--- src/hw/ectr_pkg.sv ---
package ectr_pkg;
  // Clock and time base
  localparam int CLK_PERIOD_NS    = 40;
  localparam int TICK_NS          = 1000000;
  localparam int TICK_CYCLES      = TICK_NS / CLK_PERIOD_NS;
  // Holdover delays, ms
  localparam int HOLD_200_MS      = 200;
  localparam int HOLD_100_MS      = 100;
  localparam int HOLD_150_MS      = 150;
  // Double-talk ramp times, ms, and widest swing in dB
  localparam int DT_ATTACK_MS     = 40;
  localparam int DT_DECAY_SLOW_MS = 1000;
  localparam int DT_DECAY_FAST_MS = 100;
  localparam int DT_MAX_DB        = 21;
  localparam int DT_ATTACK_STEP   = (DT_ATTACK_MS / DT_MAX_DB < 1) ? 1 : DT_ATTACK_MS / DT_MAX_DB;
  localparam int DT_SLOW_STEP     = DT_DECAY_SLOW_MS / DT_MAX_DB;
  localparam int DT_FAST_STEP     = DT_DECAY_FAST_MS / DT_MAX_DB;
  // Noise estimator rise: ms per dB for 3, 6 and 12 dB/s
  localparam int NSE_MS_PER_S     = 1000;
  localparam int NSE_STEP_3       = NSE_MS_PER_S / 3;
  localparam int NSE_STEP_6       = NSE_MS_PER_S / 6;
  localparam int NSE_STEP_12      = NSE_MS_PER_S / 12;
  // Retrain time after howl or path change, ms
  localparam int RETRAIN_MS       = 500;
  // Transmit speech detector threshold, dB
  localparam logic [7:0] TX_DETECT_DB = 8'h06;
  // Register byte offsets
  localparam logic [7:0] OFS_CMD    = 8'h00;
  localparam logic [7:0] OFS_HDDT   = 8'h04;
  localparam logic [7:0] OFS_SUPP   = 8'h08;
  localparam logic [7:0] OFS_DUPLEX = 8'h0C;
  localparam logic [7:0] OFS_DETDIS = 8'h10;
  localparam logic [7:0] OFS_STATUS = 8'h14;
  // Identity codes in bits 3-0 of each control word
  localparam logic [3:0] ID_HDDT    = 4'h4;
  localparam logic [3:0] ID_SUPP    = 4'h6;
  localparam logic [3:0] ID_DUPLEX  = 4'h8;
  localparam logic [3:0] ID_DETDIS  = 4'hA;
  // Reset values
  localparam logic [15:0] RST_HDDT   = 16'h0004;
  localparam logic [15:0] RST_SUPP   = 16'h0006;
  localparam logic [15:0] RST_DUPLEX = 16'h0008;
  localparam logic [15:0] RST_DETDIS = 16'h000A;
  // Field positions (low bit of each field)
  localparam int F_RX_DET = 14;
  localparam int F_RX_SUP = 12;
  localparam int F_NSE    = 10;
  localparam int F_HOLD   = 8;
  localparam int F_HOWL   = 7;
  localparam int F_TXDEC  = 6;
  localparam int F_RXDEC  = 5;
  localparam int F_IDLE_AUTO_TRANSMIT  = 4;
  localparam int F_TX_SUPPRESS_ATTENUATION  = 14;
  localparam int F_PATH_CHANGE_SENSITIVITY  = 13;
  localparam int F_TXDT   = 10;
  localparam int F_RXDT   = 8;
  localparam int F_TX_SUPPRESS_ERLE_THRESHOLD  = 6;
  localparam int F_TX_SUPPRESS_BIAS = 4;
  localparam int F_ACOUSTIC_ERLE_THRESHOLD  = 14;
  localparam int F_ANSE   = 12;
  localparam int F_NETWORK_ERLE_THRESHOLD  = 10;
  localparam int F_NNSE   = 8;
  localparam int F_RX_ANALOG_GAIN  = 6;
  localparam int F_TX_ANALOG_GAIN  = 4;
  // Half-duplex engine states
  typedef enum logic [3:0] {
    ECTR_IDLE = 4'b0001,
    ECTR_TX   = 4'b0010,
    ECTR_RX   = 4'b0100,
    ECTR_HOLD = 4'b1000
  } ectr_hd_e;
endpackage

--- src/hw/ectr_tuning.sv ---
////////////////////////////////////////////////////////////////////////////////
module ectr_noise_est
  import ectr_pkg::*;
(
  // Clock and reset
  input  wire logic       clock,
  input  wire logic       nrst,
  // Time base and rate
  input  wire logic       tick,
  input  wire logic [1:0] rate,
  // Power in, estimate out
  input  wire logic [7:0] power,
  output logic      [7:0] estimate
);
  logic [9:0] step_ms;
  logic [9:0] count;

  // Milliseconds per dB of rise; reserved code runs at the slowest rate
  always_comb begin
    case (rate)
      2'b01:   step_ms = 10'(NSE_STEP_6);
      2'b10:   step_ms = 10'(NSE_STEP_12);
      default: step_ms = 10'(NSE_STEP_3);
    endcase
  end

  // Slow rise, instant fall
  always_ff @(posedge clock or negedge nrst) begin
    if (!nrst) begin
      estimate <= 8'h00;
      count    <= 10'h000;
    end else if (power < estimate) begin
      estimate <= power;
      count    <= 10'h000;
    end else if (power > estimate && tick) begin
      if (count + 10'h001 >= step_ms) begin
        estimate <= estimate + 8'h01;
        count    <= 10'h000;
      end else begin
        count <= count + 10'h001;
      end
    end
  end
endmodule
////////////////////////////////////////////////////////////////////////////////
module ectr_dt_ramp
  import ectr_pkg::*;
(
  // Clock and reset
  input  wire logic       clock,
  input  wire logic       nrst,
  // Time base, goal and decay choice
  input  wire logic       tick,
  input  wire logic [4:0] target,
  input  wire logic       decay_fast,
  // Current attenuation, dB
  output logic      [4:0] level
);
  logic [6:0] step_ms;
  logic [6:0] count;

  // Attack is fixed, decay follows the rate bit
  always_comb begin
    if (target > level) begin
      step_ms = 7'(DT_ATTACK_STEP);
    end else if (decay_fast) begin
      step_ms = 7'(DT_FAST_STEP);
    end else begin
      step_ms = 7'(DT_SLOW_STEP);
    end
  end

  // One dB per step toward the goal
  always_ff @(posedge clock or negedge nrst) begin
    if (!nrst) begin
      level <= 5'h00;
      count <= 7'h00;
    end else if (target == level) begin
      count <= 7'h00;
    end else if (tick) begin
      if (count + 7'h01 >= step_ms) begin
        count <= 7'h00;
        level <= (target > level) ? level + 5'h01 : level - 5'h01;
      end else begin
        count <= count + 7'h01;
      end
    end
  end
endmodule
////////////////////////////////////////////////////////////////////////////////
module ectr_tuning
  import ectr_pkg::*;
#(
  parameter int TICK_LEN = TICK_CYCLES
)(
  // Clock and reset
  input  wire logic        clock,
  input  wire logic        nrst,
  // APB slave
  input  wire logic        psel,
  input  wire logic        penable,
  input  wire logic        pwrite,
  input  wire logic [7:0]  paddr,
  input  wire logic [31:0] pwdata,
  output logic      [31:0] prdata,
  output logic             pready,
  output logic             pslverr,
  // Measurements from the echo datapath, dB
  input  wire logic [7:0]  rx_power,
  input  wire logic [7:0]  tx_power,
  input  wire logic [7:0]  near_noise_atten,
  input  wire logic [7:0]  far_noise_atten,
  input  wire logic [7:0]  aec_erle,
  input  wire logic [7:0]  nec_erle,
  input  wire logic        aec_asym_ok,
  input  wire logic        nec_asym_ok,
  input  wire logic        net_path_present,
  input  wire logic        howl_event,
  input  wire logic        path_change_event,
  // Controls to the datapath
  output ectr_hd_e         hd_state,
  output logic             full_duplex,
  output logic             nec_enable,
  output logic             rx_suppress_on,
  output logic [7:0]       tx_suppress_db,
  output logic [7:0]       tx_suppress_erle_db,
  output logic [7:0]       tx_suppress_bias_db,
  output logic [4:0]       tx_doubletalk_db,
  output logic [4:0]       rx_doubletalk_db,
  output logic [4:0]       rx_gain_half_db,
  output logic [4:0]       tx_gain_half_db,
  output logic [15:0]      detector_disable_word
);
  logic [15:0] halfduplex_doubletalk_ctrl;
  logic [15:0] suppression_tuning_ctrl;
  logic [15:0] duplex_threshold_gain_ctrl;
  logic [15:0] detector_disable_ctrl;
  logic [14:0] tick_count;
  logic        tick;
  logic [7:0]  rx_noise;
  logic [7:0]  tx_noise;
  logic [7:0]  rx_detect_db;
  logic [7:0]  rx_supp_db;
  logic        rx_speech;
  logic        tx_speech;
  logic        rx_supp_clear;
  logic        rx_supp_state;
  ectr_hd_e    state;
  ectr_hd_e    next_state;
  ectr_hd_e    owner;
  logic [7:0]  hold_ms;
  logic [7:0]  hold_count;
  logic        howl_latch;
  logic [9:0]  retrain_count;
  logic        aec_ok;
  logic        nec_ok;
  logic [7:0]  acoustic_erle_threshold_db;
  logic [7:0]  network_erle_threshold_db;
  logic [7:0]  anse_db;
  logic [7:0]  nnse_db;
  logic [4:0]  tx_dt_target;
  logic [4:0]  rx_dt_target;
  logic [4:0]  tx_dt_level;
  logic [4:0]  rx_dt_level;
  logic        apb_write;
  logic        apb_read;
  logic [3:0]  word_id;

  // Decoded dB tables
  function automatic logic [7:0] thr_6_9_12(input logic [1:0] code);
    case (code)
      2'b01:   thr_6_9_12 = 8'h09;
      2'b10:   thr_6_9_12 = 8'h0C;
      default: thr_6_9_12 = 8'h06;
    endcase
  endfunction

  function automatic logic [7:0] erle_db(input logic [1:0] code);
    case (code)
      2'b01:   erle_db = 8'h12;
      2'b10:   erle_db = 8'h1E;
      default: erle_db = 8'h18;
    endcase
  endfunction

  function automatic logic [7:0] noise_db(input logic [1:0] code);
    case (code)
      2'b01:   noise_db = 8'h2A;
      2'b10:   noise_db = 8'h36;
      default: noise_db = 8'h00;
    endcase
  endfunction

  function automatic logic [4:0] gain_half_db(input logic [1:0] code);
    case (code)
      2'b01:   gain_half_db = 5'h0C;
      2'b10:   gain_half_db = 5'h13;
      2'b11:   gain_half_db = 5'h18;
      default: gain_half_db = 5'h00;
    endcase
  endfunction

  //////////////////////////////////////////////////////////////////////////////
  // APB slave: one wait-free access phase, answer registered
  assign apb_write = psel && penable && pready && pwrite;
  assign apb_read  = psel && !penable && !pwrite;
  assign word_id   = pwdata[3:0];

  // Ready rises in the setup cycle so the access phase completes at once
  always_ff @(posedge clock or negedge nrst) begin
    if (!nrst) begin
      pready  <= 1'b0;
      pslverr <= 1'b0;
      prdata  <= 32'h0000_0000;
    end else begin
      pready  <= psel && !penable;
      pslverr <= 1'b0;
      if (psel && !penable) begin
        if (pwrite) begin
          // Command writes with an unknown code are refused
          pslverr <= (paddr != OFS_CMD) || !(word_id == ID_HDDT || word_id == ID_SUPP ||
                     word_id == ID_DUPLEX || word_id == ID_DETDIS);
        end else begin
          case (paddr)
            OFS_CMD:    prdata <= 32'h0000_0000;
            OFS_HDDT:   prdata <= {16'h0000, halfduplex_doubletalk_ctrl};
            OFS_SUPP:   prdata <= {16'h0000, suppression_tuning_ctrl};
            OFS_DUPLEX: prdata <= {16'h0000, duplex_threshold_gain_ctrl};
            OFS_DETDIS: prdata <= {16'h0000, detector_disable_ctrl};
            OFS_STATUS: prdata <= {21'h000000, rx_supp_state, nec_enable, tx_speech, rx_speech,
                                   (retrain_count != 10'h000), howl_latch, full_duplex, state};
            default: begin
              prdata  <= 32'h0000_0000;
              pslverr <= apb_read;
            end
          endcase
        end
      end
    end
  end

  // Words land by their identity code, not by address
  always_ff @(posedge clock or negedge nrst) begin
    if (!nrst) begin
      halfduplex_doubletalk_ctrl <= RST_HDDT;
      suppression_tuning_ctrl    <= RST_SUPP;
      duplex_threshold_gain_ctrl <= RST_DUPLEX;
      detector_disable_ctrl      <= RST_DETDIS;
    end else if (apb_write && !pslverr) begin
      case (word_id)
        ID_HDDT:   halfduplex_doubletalk_ctrl <= pwdata[15:0];
        ID_SUPP:   suppression_tuning_ctrl    <= pwdata[15:0];
        ID_DUPLEX: duplex_threshold_gain_ctrl <= pwdata[15:0];
        ID_DETDIS: detector_disable_ctrl      <= pwdata[15:0];
        default:   ;
      endcase
    end
  end

  //////////////////////////////////////////////////////////////////////////////
  // Millisecond tick; all engine times count in ticks to keep counters small
  always_ff @(posedge clock or negedge nrst) begin
    if (!nrst) begin
      tick_count <= 15'h0000;
      tick       <= 1'b0;
    end else begin
      tick       <= (tick_count == 15'(TICK_LEN - 1));
      tick_count <= (tick_count == 15'(TICK_LEN - 1)) ? 15'h0000 : tick_count + 15'h0001;
    end
  end

  // Noise floors for both channels
  ectr_noise_est u_rx_noise (
    .clock    (clock),
    .nrst     (nrst),
    .tick     (tick),
    .rate     (halfduplex_doubletalk_ctrl[F_NSE +: 2]),
    .power    (rx_power),
    .estimate (rx_noise)
  );
  ectr_noise_est u_tx_noise (
    .clock    (clock),
    .nrst     (nrst),
    .tick     (tick),
    .rate     (halfduplex_doubletalk_ctrl[F_NSE +: 2]),
    .power    (tx_power),
    .estimate (tx_noise)
  );

  // Speech detectors; nine-bit sums so a high floor cannot wrap
  assign rx_detect_db  = thr_6_9_12(halfduplex_doubletalk_ctrl[F_RX_DET +: 2]);
  assign rx_supp_db    = thr_6_9_12(halfduplex_doubletalk_ctrl[F_RX_SUP +: 2]);
  assign rx_speech     = {1'b0, rx_power} >= {1'b0, rx_noise} + {1'b0, rx_detect_db};
  assign tx_speech     = {1'b0, tx_power} >= {1'b0, tx_noise} + {1'b0, TX_DETECT_DB};
  assign rx_supp_clear = {1'b0, rx_power} >= {1'b0, rx_noise} + {1'b0, rx_supp_db};

  // Receive suppression: removed on strong far end, back when speech ends
  always_ff @(posedge clock or negedge nrst) begin
    if (!nrst) begin
      rx_supp_state <= 1'b1;
    end else if (rx_supp_clear) begin
      rx_supp_state <= 1'b0;
    end else if (!rx_speech) begin
      rx_supp_state <= 1'b1;
    end
  end

  //////////////////////////////////////////////////////////////////////////////
  // Holdover length in ms
  always_comb begin
    case (halfduplex_doubletalk_ctrl[F_HOLD +: 2])
      2'b01:   hold_ms = 8'(HOLD_100_MS);
      2'b10:   hold_ms = 8'(HOLD_150_MS);
      default: hold_ms = 8'(HOLD_200_MS);
    endcase
  end

  // Half-duplex engine next state
  always_comb begin
    next_state = state;
    case (state)
      ECTR_IDLE: begin
        if (rx_speech) begin
          next_state = ECTR_RX;
        end else if (tx_speech || halfduplex_doubletalk_ctrl[F_IDLE_AUTO_TRANSMIT]) begin
          next_state = ECTR_TX;
        end
      end
      ECTR_TX: begin
        if (!tx_speech) begin
          next_state = ECTR_HOLD;
        end
      end
      ECTR_RX: begin
        if (!rx_speech) begin
          next_state = ECTR_HOLD;
        end
      end
      ECTR_HOLD: begin
        // Only the old owner may resume; the other side waits out echoes
        if ((owner == ECTR_TX && tx_speech) || (owner == ECTR_RX && rx_speech)) begin
          next_state = owner;
        end else if (tick && hold_count + 8'h01 >= hold_ms) begin
          next_state = ECTR_IDLE;
        end
      end
      default: next_state = ECTR_IDLE;
    endcase
  end

  // State, owner and holdover timer
  always_ff @(posedge clock or negedge nrst) begin
    if (!nrst) begin
      state      <= ECTR_IDLE;
      owner      <= ECTR_IDLE;
      hold_count <= 8'h00;
    end else begin
      state <= next_state;
      if (next_state == ECTR_TX || next_state == ECTR_RX) begin
        owner <= next_state;
      end
      if (state != ECTR_HOLD) begin
        hold_count <= 8'h00;
      end else if (tick) begin
        hold_count <= hold_count + 8'h01;
      end
    end
  end

  //////////////////////////////////////////////////////////////////////////////
  // Howl hold and retrain window; a howl, or a path change while the sensitivity bit is clear, restarts the window
  always_ff @(posedge clock or negedge nrst) begin
    if (!nrst) begin
      howl_latch    <= 1'b0;
      retrain_count <= 10'h000;
    end else begin
      if (!halfduplex_doubletalk_ctrl[F_HOWL]) begin
        howl_latch <= 1'b0;
      end else if (howl_event) begin
        howl_latch <= 1'b1;
      end
      if (howl_event || (path_change_event && !suppression_tuning_ctrl[F_PATH_CHANGE_SENSITIVITY])) begin
        retrain_count <= 10'(RETRAIN_MS);
      end else if (tick && retrain_count != 10'h000) begin
        retrain_count <= retrain_count - 10'h001;
      end
    end
  end

  // Full-duplex admission per canceller
  assign acoustic_erle_threshold_db = erle_db(duplex_threshold_gain_ctrl[F_ACOUSTIC_ERLE_THRESHOLD +: 2]);
  assign network_erle_threshold_db = erle_db(duplex_threshold_gain_ctrl[F_NETWORK_ERLE_THRESHOLD +: 2]);
  assign anse_db  = noise_db(duplex_threshold_gain_ctrl[F_ANSE +: 2]);
  assign nnse_db  = noise_db(duplex_threshold_gain_ctrl[F_NNSE +: 2]);
  // Noise attenuation below the threshold magnitude means noise above it
  assign aec_ok = (anse_db == 8'h00 || near_noise_atten < anse_db) ?
                  (aec_erle > acoustic_erle_threshold_db) : aec_asym_ok;
  assign nec_ok = !nec_enable ||
                  ((nnse_db == 8'h00 || far_noise_atten < nnse_db) ?
                   (nec_erle > network_erle_threshold_db) : nec_asym_ok);

  // Double-talk goals from attenuation codes
  assign tx_dt_target = (tx_speech && rx_speech) ?
                        5'(3 * suppression_tuning_ctrl[F_TXDT +: 3]) : 5'h00;
  assign rx_dt_target = (tx_speech && rx_speech) ?
                        5'(3 * suppression_tuning_ctrl[F_RXDT +: 2]) : 5'h00;

  ectr_dt_ramp u_tx_dt (
    .clock      (clock),
    .nrst       (nrst),
    .tick       (tick),
    .target     (tx_dt_target),
    .decay_fast (halfduplex_doubletalk_ctrl[F_TXDEC]),
    .level      (tx_dt_level)
  );
  ectr_dt_ramp u_rx_dt (
    .clock      (clock),
    .nrst       (nrst),
    .tick       (tick),
    .target     (rx_dt_target),
    .decay_fast (halfduplex_doubletalk_ctrl[F_RXDEC]),
    .level      (rx_dt_level)
  );

  //////////////////////////////////////////////////////////////////////////////
  // Registered controls to the datapath
  always_ff @(posedge clock or negedge nrst) begin
    if (!nrst) begin
      hd_state              <= ECTR_IDLE;
      full_duplex           <= 1'b0;
      nec_enable            <= 1'b1;
      rx_suppress_on        <= 1'b1;
      tx_suppress_db        <= 8'h00;
      tx_suppress_erle_db   <= 8'h0F;
      tx_suppress_bias_db   <= 8'h12;
      tx_doubletalk_db      <= 5'h00;
      rx_doubletalk_db      <= 5'h00;
      rx_gain_half_db       <= 5'h00;
      tx_gain_half_db       <= 5'h00;
      detector_disable_word <= RST_DETDIS;
    end else begin
      hd_state       <= state;
      full_duplex    <= aec_ok && nec_ok && !howl_latch && (retrain_count == 10'h000);
      nec_enable     <= !(nnse_db != 8'h00 && !net_path_present);
      rx_suppress_on <= rx_supp_state;
      // Engaged whenever the near end is silent; reserved code gives 18 dB
      case (suppression_tuning_ctrl[F_TX_SUPPRESS_ATTENUATION +: 2])
        2'b01:   tx_suppress_db <= tx_speech ? 8'h00 : 8'h0C;
        2'b10:   tx_suppress_db <= tx_speech ? 8'h00 : 8'h18;
        default: tx_suppress_db <= tx_speech ? 8'h00 : 8'h12;
      endcase
      case (suppression_tuning_ctrl[F_TX_SUPPRESS_ERLE_THRESHOLD +: 2])
        2'b01:   tx_suppress_erle_db <= 8'h0C;
        2'b10:   tx_suppress_erle_db <= 8'h09;
        2'b11:   tx_suppress_erle_db <= 8'h12;
        default: tx_suppress_erle_db <= 8'h0F;
      endcase
      case (suppression_tuning_ctrl[F_TX_SUPPRESS_BIAS +: 2])
        2'b01:   tx_suppress_bias_db <= 8'h0F;
        2'b10:   tx_suppress_bias_db <= 8'h15;
        default: tx_suppress_bias_db <= 8'h12;
      endcase
      tx_doubletalk_db      <= tx_dt_level;
      rx_doubletalk_db      <= rx_dt_level;
      rx_gain_half_db       <= gain_half_db(duplex_threshold_gain_ctrl[F_RX_ANALOG_GAIN +: 2]);
      tx_gain_half_db       <= gain_half_db(duplex_threshold_gain_ctrl[F_TX_ANALOG_GAIN +: 2]);
      detector_disable_word <= detector_disable_ctrl;
    end
  end
endmodule

--- config.mk ---
export PLATFORM = sky130hd
export DESIGN_NAME = ectr_tuning
export DESIGN_NICKNAME = d
export VERILOG_FILES = /design/src/hw/ectr_pkg.sv /design/src/hw/ectr_tuning.sv
export SDC_FILE = /design/constraint.sdc
export NUM_CORES = 1
export LEC_CHECK = 0
export ABC_AREA = 1
export BUFFER_PORTS_ARGS = -buffer_cell sky130_fd_sc_hd__buf_2
export CAP_MARGIN = 40
export CORE_UTILIZATION = 35
export DETAILED_ROUTE_END_ITERATION = 10
export HOLD_SLACK_MARGIN = 0.12
export PLACE_DENSITY_LB_ADDON = 0.05
export SLEW_MARGIN = 40
export SYNTH_ARGS = -nofsm -noshare
export SYNTH_HDL_FRONTEND = slang
export SYNTH_SLANG_ARGS = --single-unit
--- constraint.sdc ---
create_clock -name clock -period 5.04 [get_ports clock]
set_clock_uncertainty 0.2 [all_clocks]
set_input_delay 0.756 -clock clock [delete_from_list [all_inputs] [get_ports clock]]
set_output_delay 0.756 -clock clock [all_outputs]
set_load 0.02 [all_outputs]
Word level (Yosys, flattened, before mapping)
Cells that the tools add are included.

word-level totals
  flip-flop bits (word level) = 269
  bits of input ports = 98
  output and inout bits = 101
  logic and storage cells = 253

operators by class
  add/sub/neg operators = 16
  multipliers = 2
  magnitude comparators = 18
  eq/ne operators = 52
  mux-type cells = 64
  bitwise operators = 3
  reductions and logical operators = 63

operators with widths
  cell                                                 number
  two-way mux 10 bit                                   8
  one-hot mux 16 bit (5 select lines)                  1
  two-way mux 8 bit                                    8
  one-hot mux 5 bit (3 select lines)                   3
  two-way mux 7 bit                                    6
  equality test 2 bit, second input constant           16
  > comparator 8 bit                                   4
  < comparator 8 bit                                   4
  two-way mux 4 bit                                    8
  one-hot mux 4 bit (2 select lines)                   4
  >= comparator 8 x 9 -> 1 bit                         3
  equality test 2 x 1 -> 1 bit, second input constant  13
  two-way mux 5 bit                                    5
  adder 8 x 1 -> 8 bit, second input constant          3
  zero test 8 bit                                      3
  two-way mux 6 bit                                    4
  one-hot mux 6 bit (2 select lines)                   2
  adder 10 x 1 -> 10 bit, second input constant        2
  equality test 4 x 3 -> 1 bit, second input constant  5
  >= comparator 10 x 9 -> 1 bit                        2
  one-hot mux 5 bit (2 select lines)                   2
  adder 8 x 8 -> 9 bit                                 2
  logical AND 1 bit                                    18
  one-hot mux 9 bit (2 select lines)                   1
  other kinds (38)                                     91

Logic depth before layout (Yosys ltp)
  word-level depth = 12
  gate-level depth with buffers = 38
  depth with buffers taken out = 38

Modules after synthesis
From an unflattened synthesis, not the netlist that was laid out.

second synthesis, totals
  cells, all modules = 1827
  area total of the unflattened synthesis = 15090.7 um^2

by module, submodules not included
  module          instances  cells each  area an instance (um^2)  seq. area each (um^2)
  ectr_tuning     1          1101        9630.5                   4529.3
  ectr_noise_est  2          229         1646.6                   450.4
  ectr_dt_ramp    2          134         1083.5                   300.3

Least setup slack after synthesis
OpenSTA, ideal clock, no wires.

  path kind = register to register
  start point = register halfduplex_doubletalk_ctrl[14]
  end point = register u_rx_dt.level[0]
  setup time = 0.117 ns
  arrival time = 4.666 ns
  required time = 4.723 ns
  setup slack = 0.057 ns
  cell stages (with the launch flop) = 34
  buffers on the path = 1
  clock period less this slack = 4.983 ns
  cells stage by stage = dfrtp_1 ha_1 inv_1 fa_1 o21ai_0 xor2_1 ha_1 nand2_1 nor2_1 nand2_1 nand3_1 nand2_1 nand2_1 nand2_1 nand2_1 nand2_1 nor2_1 inv_1 nor2_1 ha_1 a21oi_1 o21ai_0 o21ai_2 nand2_1 ha_1 inv_1 nand2_1 o21ai_0 inv_1 a21oi_1 o21ai_1 buf_2 nand3_1 nand2_1

between the ends
  word-level cells in the longest chain between the ends = 10
  elaborated cells between the ends (all ways) = 14
  classes of those cells = add/sub (1); order compare (3); eq/ne (3); mux (4); bitwise (1); reduce/logical (2)

RTL lines
  what                                                                        RTL line                              RTL
  start: declaration                                                          ectr_tuning.sv:134                    logic [15:0] halfduplex_doubletalk_ctrl;
  start signal: assignment                                                    ectr_tuning.sv:251                    ID_HDDT: halfduplex_doubletalk_ctrl <= pwdata[15:0];
  equality test 2 bit / equality test 2 x 1 -> 1 bit (equally long branches)  ectr_tuning.sv:171                    case (code)
  one-hot mux 4 bit (2 select lines) (*)                                      ectr_tuning.sv:171
  adder 8 x 8 -> 9 bit (*)                                                    ectr_tuning.sv:293                    assign rx_speech = {1'b0, rx_power} >= {1'b0, rx_noise} + {1'b0, rx_detect_db};
  >= comparator 8 x 9 -> 1 bit (*)                                            ectr_tuning.sv:293
  logical AND 1 bit (*)                                                       ectr_tuning.sv:405                    assign rx_dt_target = (tx_speech && rx_speech) ?
  two-way mux 4 bit (*)                                                       ectr_tuning.sv:405
  > comparator 4 x 5 -> 1 bit                                                 ectr_tuning.sv:64, ectr_tuning.sv:83
  two-way mux 6 bit                                                           ectr_tuning.sv:64                     if (target > level) begin
  >= comparator 7 bit                                                         ectr_tuning.sv:81                     if (count + 7'h01 >= step_ms) begin
  AND reduction 3 bit (no source line)                                        n/a
  end signal: assignment                                                      ectr_tuning.sv:83                     level <= (target > level) ? level + 5'h01 : level - 5'h01;
  end: declaration                                                            ectr_tuning.sv:57                     output logic [4:0] level

Mark *: on every way between the ends. The rest lies on a longest branch, timed or not.
A chain may end at the register's enable or synchronous reset.

Worst setup path in the final report
  start point = register halfduplex_doubletalk_ctrl[15]
  end point = register u_rx_dt.level[1]

Same word-level chain as after synthesis.

==> impl_results.md <==
- Status: finished clean
- Worst-margin pin slew: between 0.7 and 0.8 ns
- TritonRoute pass-1 iters: 7
- Routed wire length: between 30,000 and 40,000 um
- CTS Buf Count: 29
- Final setup viols: 0
- Startpoint types: register
- Reg2Reg Capture Point: u_rx_dt.level[1]
- Row cnt: between 70 and 80
- TritonCTS clock tree: done
- Peak supply drop: about 0.28 mV
- Total power: ~7 mW
- P_leak: roughly 9 nW
- CP startpoint: halfduplex_doubletalk_ctrl[15]
- Via-to-Cell Ratio: 4.72
- CP arrival: 5.15 ns
- M1 GR Usage: 0.258
- Pwr dens: between 400 and 500 nW/um^2
- Worst slew margin: 0.529
- Critical path capture point type: register
- Initial antenna violation count: 0
- Final Hold Vio Count: 0
- Slowest-stage cell, CP: dfrtp_1
- Residual DRC: 0
- Vias: 11,600
- Clock transition at path regs: around 0.060 ns
- Area delta synth->final: 20.4%
- FF-to-FF setup slack: between 0.15 and 0.2 ns
- Unrepaired setup endpoints after global routing: yes
- Post-Syn Instances: approximately 1,700
- DR WL/cell: approximately 15 um
- Number of port buffers: 154
- Placed inst area: 15,800 um^2
- Total core area: ~40,000 um^2
- Final WS setup: about 0.15 ns
- Synth top area share: 0.385
- Vias in the first global route: 11,400
- Initial drt markers: approximately 510
- Synth Flop Type: dfrtp_1
- CTS Sinks: 240
- Sequential fraction of the synthesis area: 0.421
- GRT met3 Usage: 0.0257
- Die Ht: ~200 um
- Worst-skew pair later-pin latency: 0.57 ns
- Largest cells by area after synthesis: dfrtp_1 38%, ha_1 13%, nand2_1 9.5%, inv_1 7.3%, o21ai_0 4.4%
- NumNets Final: ~2,200
- I/O pin total: 199
- FF-to-FF Start: halfduplex_doubletalk_ctrl[15]
- Slew Limit Fails: 0
- Commonest cells in the netlist: 362 x nand2_1, 277 x inv_1, 220 x dfrtp_1
- Final non-filler cell total: around 2,500
- Worst EP required: between 5 and 6 ns
- Fmax: roughly 0.20 GHz
- P_sw: around 2.6 mW
- Int Pwr: 4.43 mW
- Initial Util: 0.358
- Max incr delay on CP: roughly 0.38 ns
- Chip width: just over 200 um
- Yosys synthesis warning count: 0
- Number of synthesized flops with an enable pin: 0
- Proportion of layout cells with a drive suffix above 1: 0.190
- DP Worst Slack: -0.222 ns
- Die ar.: 41,700 um^2
- WHS Endpoint: nec_enable
- Final Cell Area: around 17,000 um^2
- Largest net degree at the start of global routing: 83
- DP Wirelength: about 29,000 um
- # Max-Cap Violations: 0
- Final Wtd Congestion: ~0.8
- Fraction of registers with async set/reset: 1.00
- Bufs on Longest Clock Path: 3
- Syn Std Cell Area: 14,300 um^2
- Fin Setup TNS: 0 ns
- Min Clock Period, post-route: approximately 4.9 ns
- Hold Path Stages: 2
- Worst hold start: net_path_present
- Most common cell in the netlist: nand2_1
- Crit path top cell by count: nand2_1
- HP Class: in -> reg
- First-pass GRT wire length: 60,700 um
- Critical path class: reg -> reg
- Cell taking the most area after synthesis: dfrtp_1
- R2R depth: 35
- Gr ovfl total: 0
- Combinational share of power: 0.350
- Fin crit share: 0.969
- GR Util All Layers: 0.184
- H-tree depth: 1
- Syn avg cell area: around 8.4 um^2
- M2 GR Usage: 0.294
- Worst-path maximum fanout: 7
- Synth Register Bits: 240
- Clock root buffer: clkbuf_16
- Synth cell types: ~60
- Clk network pwr share: 0.318
- Sequential share of power: 0.332
- Global route hottest layer: met2
- Number of instances in the placed design: 2,400
- Switching share of total power: 0.365
- DRT antenna net count: 0
[kinds of logic after synthesis]
group | count (synthesis) | synth area share
AND/OR/NAND/NOR | 634 | 0.189
multiplexers | 3 | 0.00219
buffers and inverters | 339 | 0.0988
XOR/XNOR | 62 | 0.0379
flip-flops | 240 | 0.421
other | 1 | 0.000262
AO/OA/AOI/OAI | 278 | 0.113
adder cells (fa/ha/maj) | 155 | 0.138
[how the worst max path moves through the flow]
| stage | endpoint | slack, ns | depth (start not counted) |
|---|---|---|---|
| 2_1_floorplan | u_rx_dt.level[0] | 0.06 | 33 |
| 3_3_place_gp | u_rx_dt.count[2] | -0.15 | 34 |
| 4_1_cts | u_rx_dt.level[1] | 0.001 | 36 |
| 5_1_grt | u_rx_dt.level[4] | -0.29 | 36 |
| 3_5_place_dp | u_rx_dt.count[1] | -0.22 | 35 |
| 6_report | u_rx_dt.level[1] | 0.15 | 35 |
[metrics by stage]
step,util,hold slack (ns)
finish,0.431,0.172
global route,0.431,0.155
CTS,0.423,0.138
detailed placement,0.396,0.166
global placement,0.395,0.164
floorplan,-,0.154
[state kept, by name, summed over array words and instances, names as in the netlist, 5 cells and up]
signal,cells
prdata,16
u_tx_noise.count,10
rx_doubletalk_db,5
suppression_tuning_ctrl,16
u_rx_dt.level,5
hold_count,8
u_tx_dt.level,5
u_tx_dt.count,7
detector_disable_word,16
retrain_count,10
u_tx_noise.estimate,8
halfduplex_doubletalk_ctrl,16
detector_disable_ctrl,16
tick_count,15
u_rx_noise.count,10
tx_suppress_erle_db,5
duplex_threshold_gain_ctrl,16
u_rx_dt.count,7
tx_doubletalk_db,5
u_rx_noise.estimate,8
[routing by layer]
metal	routed length, um	share of wire
met5	0	0
met4	867	0.023
met3	1090	0.029
met2	17500	0.47
met1	18200	0.48
[critical path: cells and delay by family, from the launching register on]
kind                     cells  cell delay [ns]
adder cells (fa/ha/maj)      5             1.12
AND/OR/NAND/NOR             19             1.72
AO/OA/AOI/OAI                4             0.50
buffers and inverters        6             0.72
XOR/XNOR                     1             0.15
flip-flops                   1             0.38
[repair_timing]
| item | CTS | global route |
|---|---|---|
| hold endpoints to repair | 70 | 0 |
| gates cloned | 0 | 1 |
| endpoints found under the setup margin | 22 | 22 |
| gates resized for setup | 14 | 77 |
| pin swaps | 3 | 24 |
| setup buffers | 0 | 2 |
| hold buffers | 1 | 0 |
[layout make-up]
| class | instances | area (um^2) |
|---|---|---|
| diodes | 1 | 2.50 |
| clock buffers | 39 | 823 |
| clock inverters | 15 | 190 |
| fillers | 4044 | 22800 |
| inverters | 281 | 1060 |
| multi-input cells | 1158 | 7300 |
| flip-flops and latches | 240 | 6030 |
| well taps | 525 | 657 |
| repair buffers | 200 | 1170 |
[power groups by stage]
stage	registers, mW	clock network [mW]	logic, mW
final	2.32	2.22	2.44
after global routing	2.35	2.37	2.81
after CTS	2.32	2.30	2.34
after detailed placement	2.34	0	2.31
after global placement	2.35	0	2.28
after floorplan	2.35	0	1.60
[placed cells by master, fill, tap and decap left out, types with 7 or more instances in the layout]
master / count
clkinv_2: 7
nand4_1: 13
inv_1: 271
nor2_1: 113
buf_6: 8
nor3_1: 26
dfstp_2: 20
nand2_1: 346
ha_4: 10
nand3_1: 70
dfrtp_1: 220
nand2_2: 16
o211ai_1: 9
buf_2: 153
a21oi_1: 51
o21ai_2: 11
nor2_2: 8
o22ai_1: 27
a21oi_2: 7
ha_1: 139
buf_4: 36
conb_1: 26
xor2_1: 52
o21ai_0: 116
o21ai_1: 10
xnor2_1: 10
clkbuf_16: 29
No activity file was read; power rests on OpenSTA's default activity.
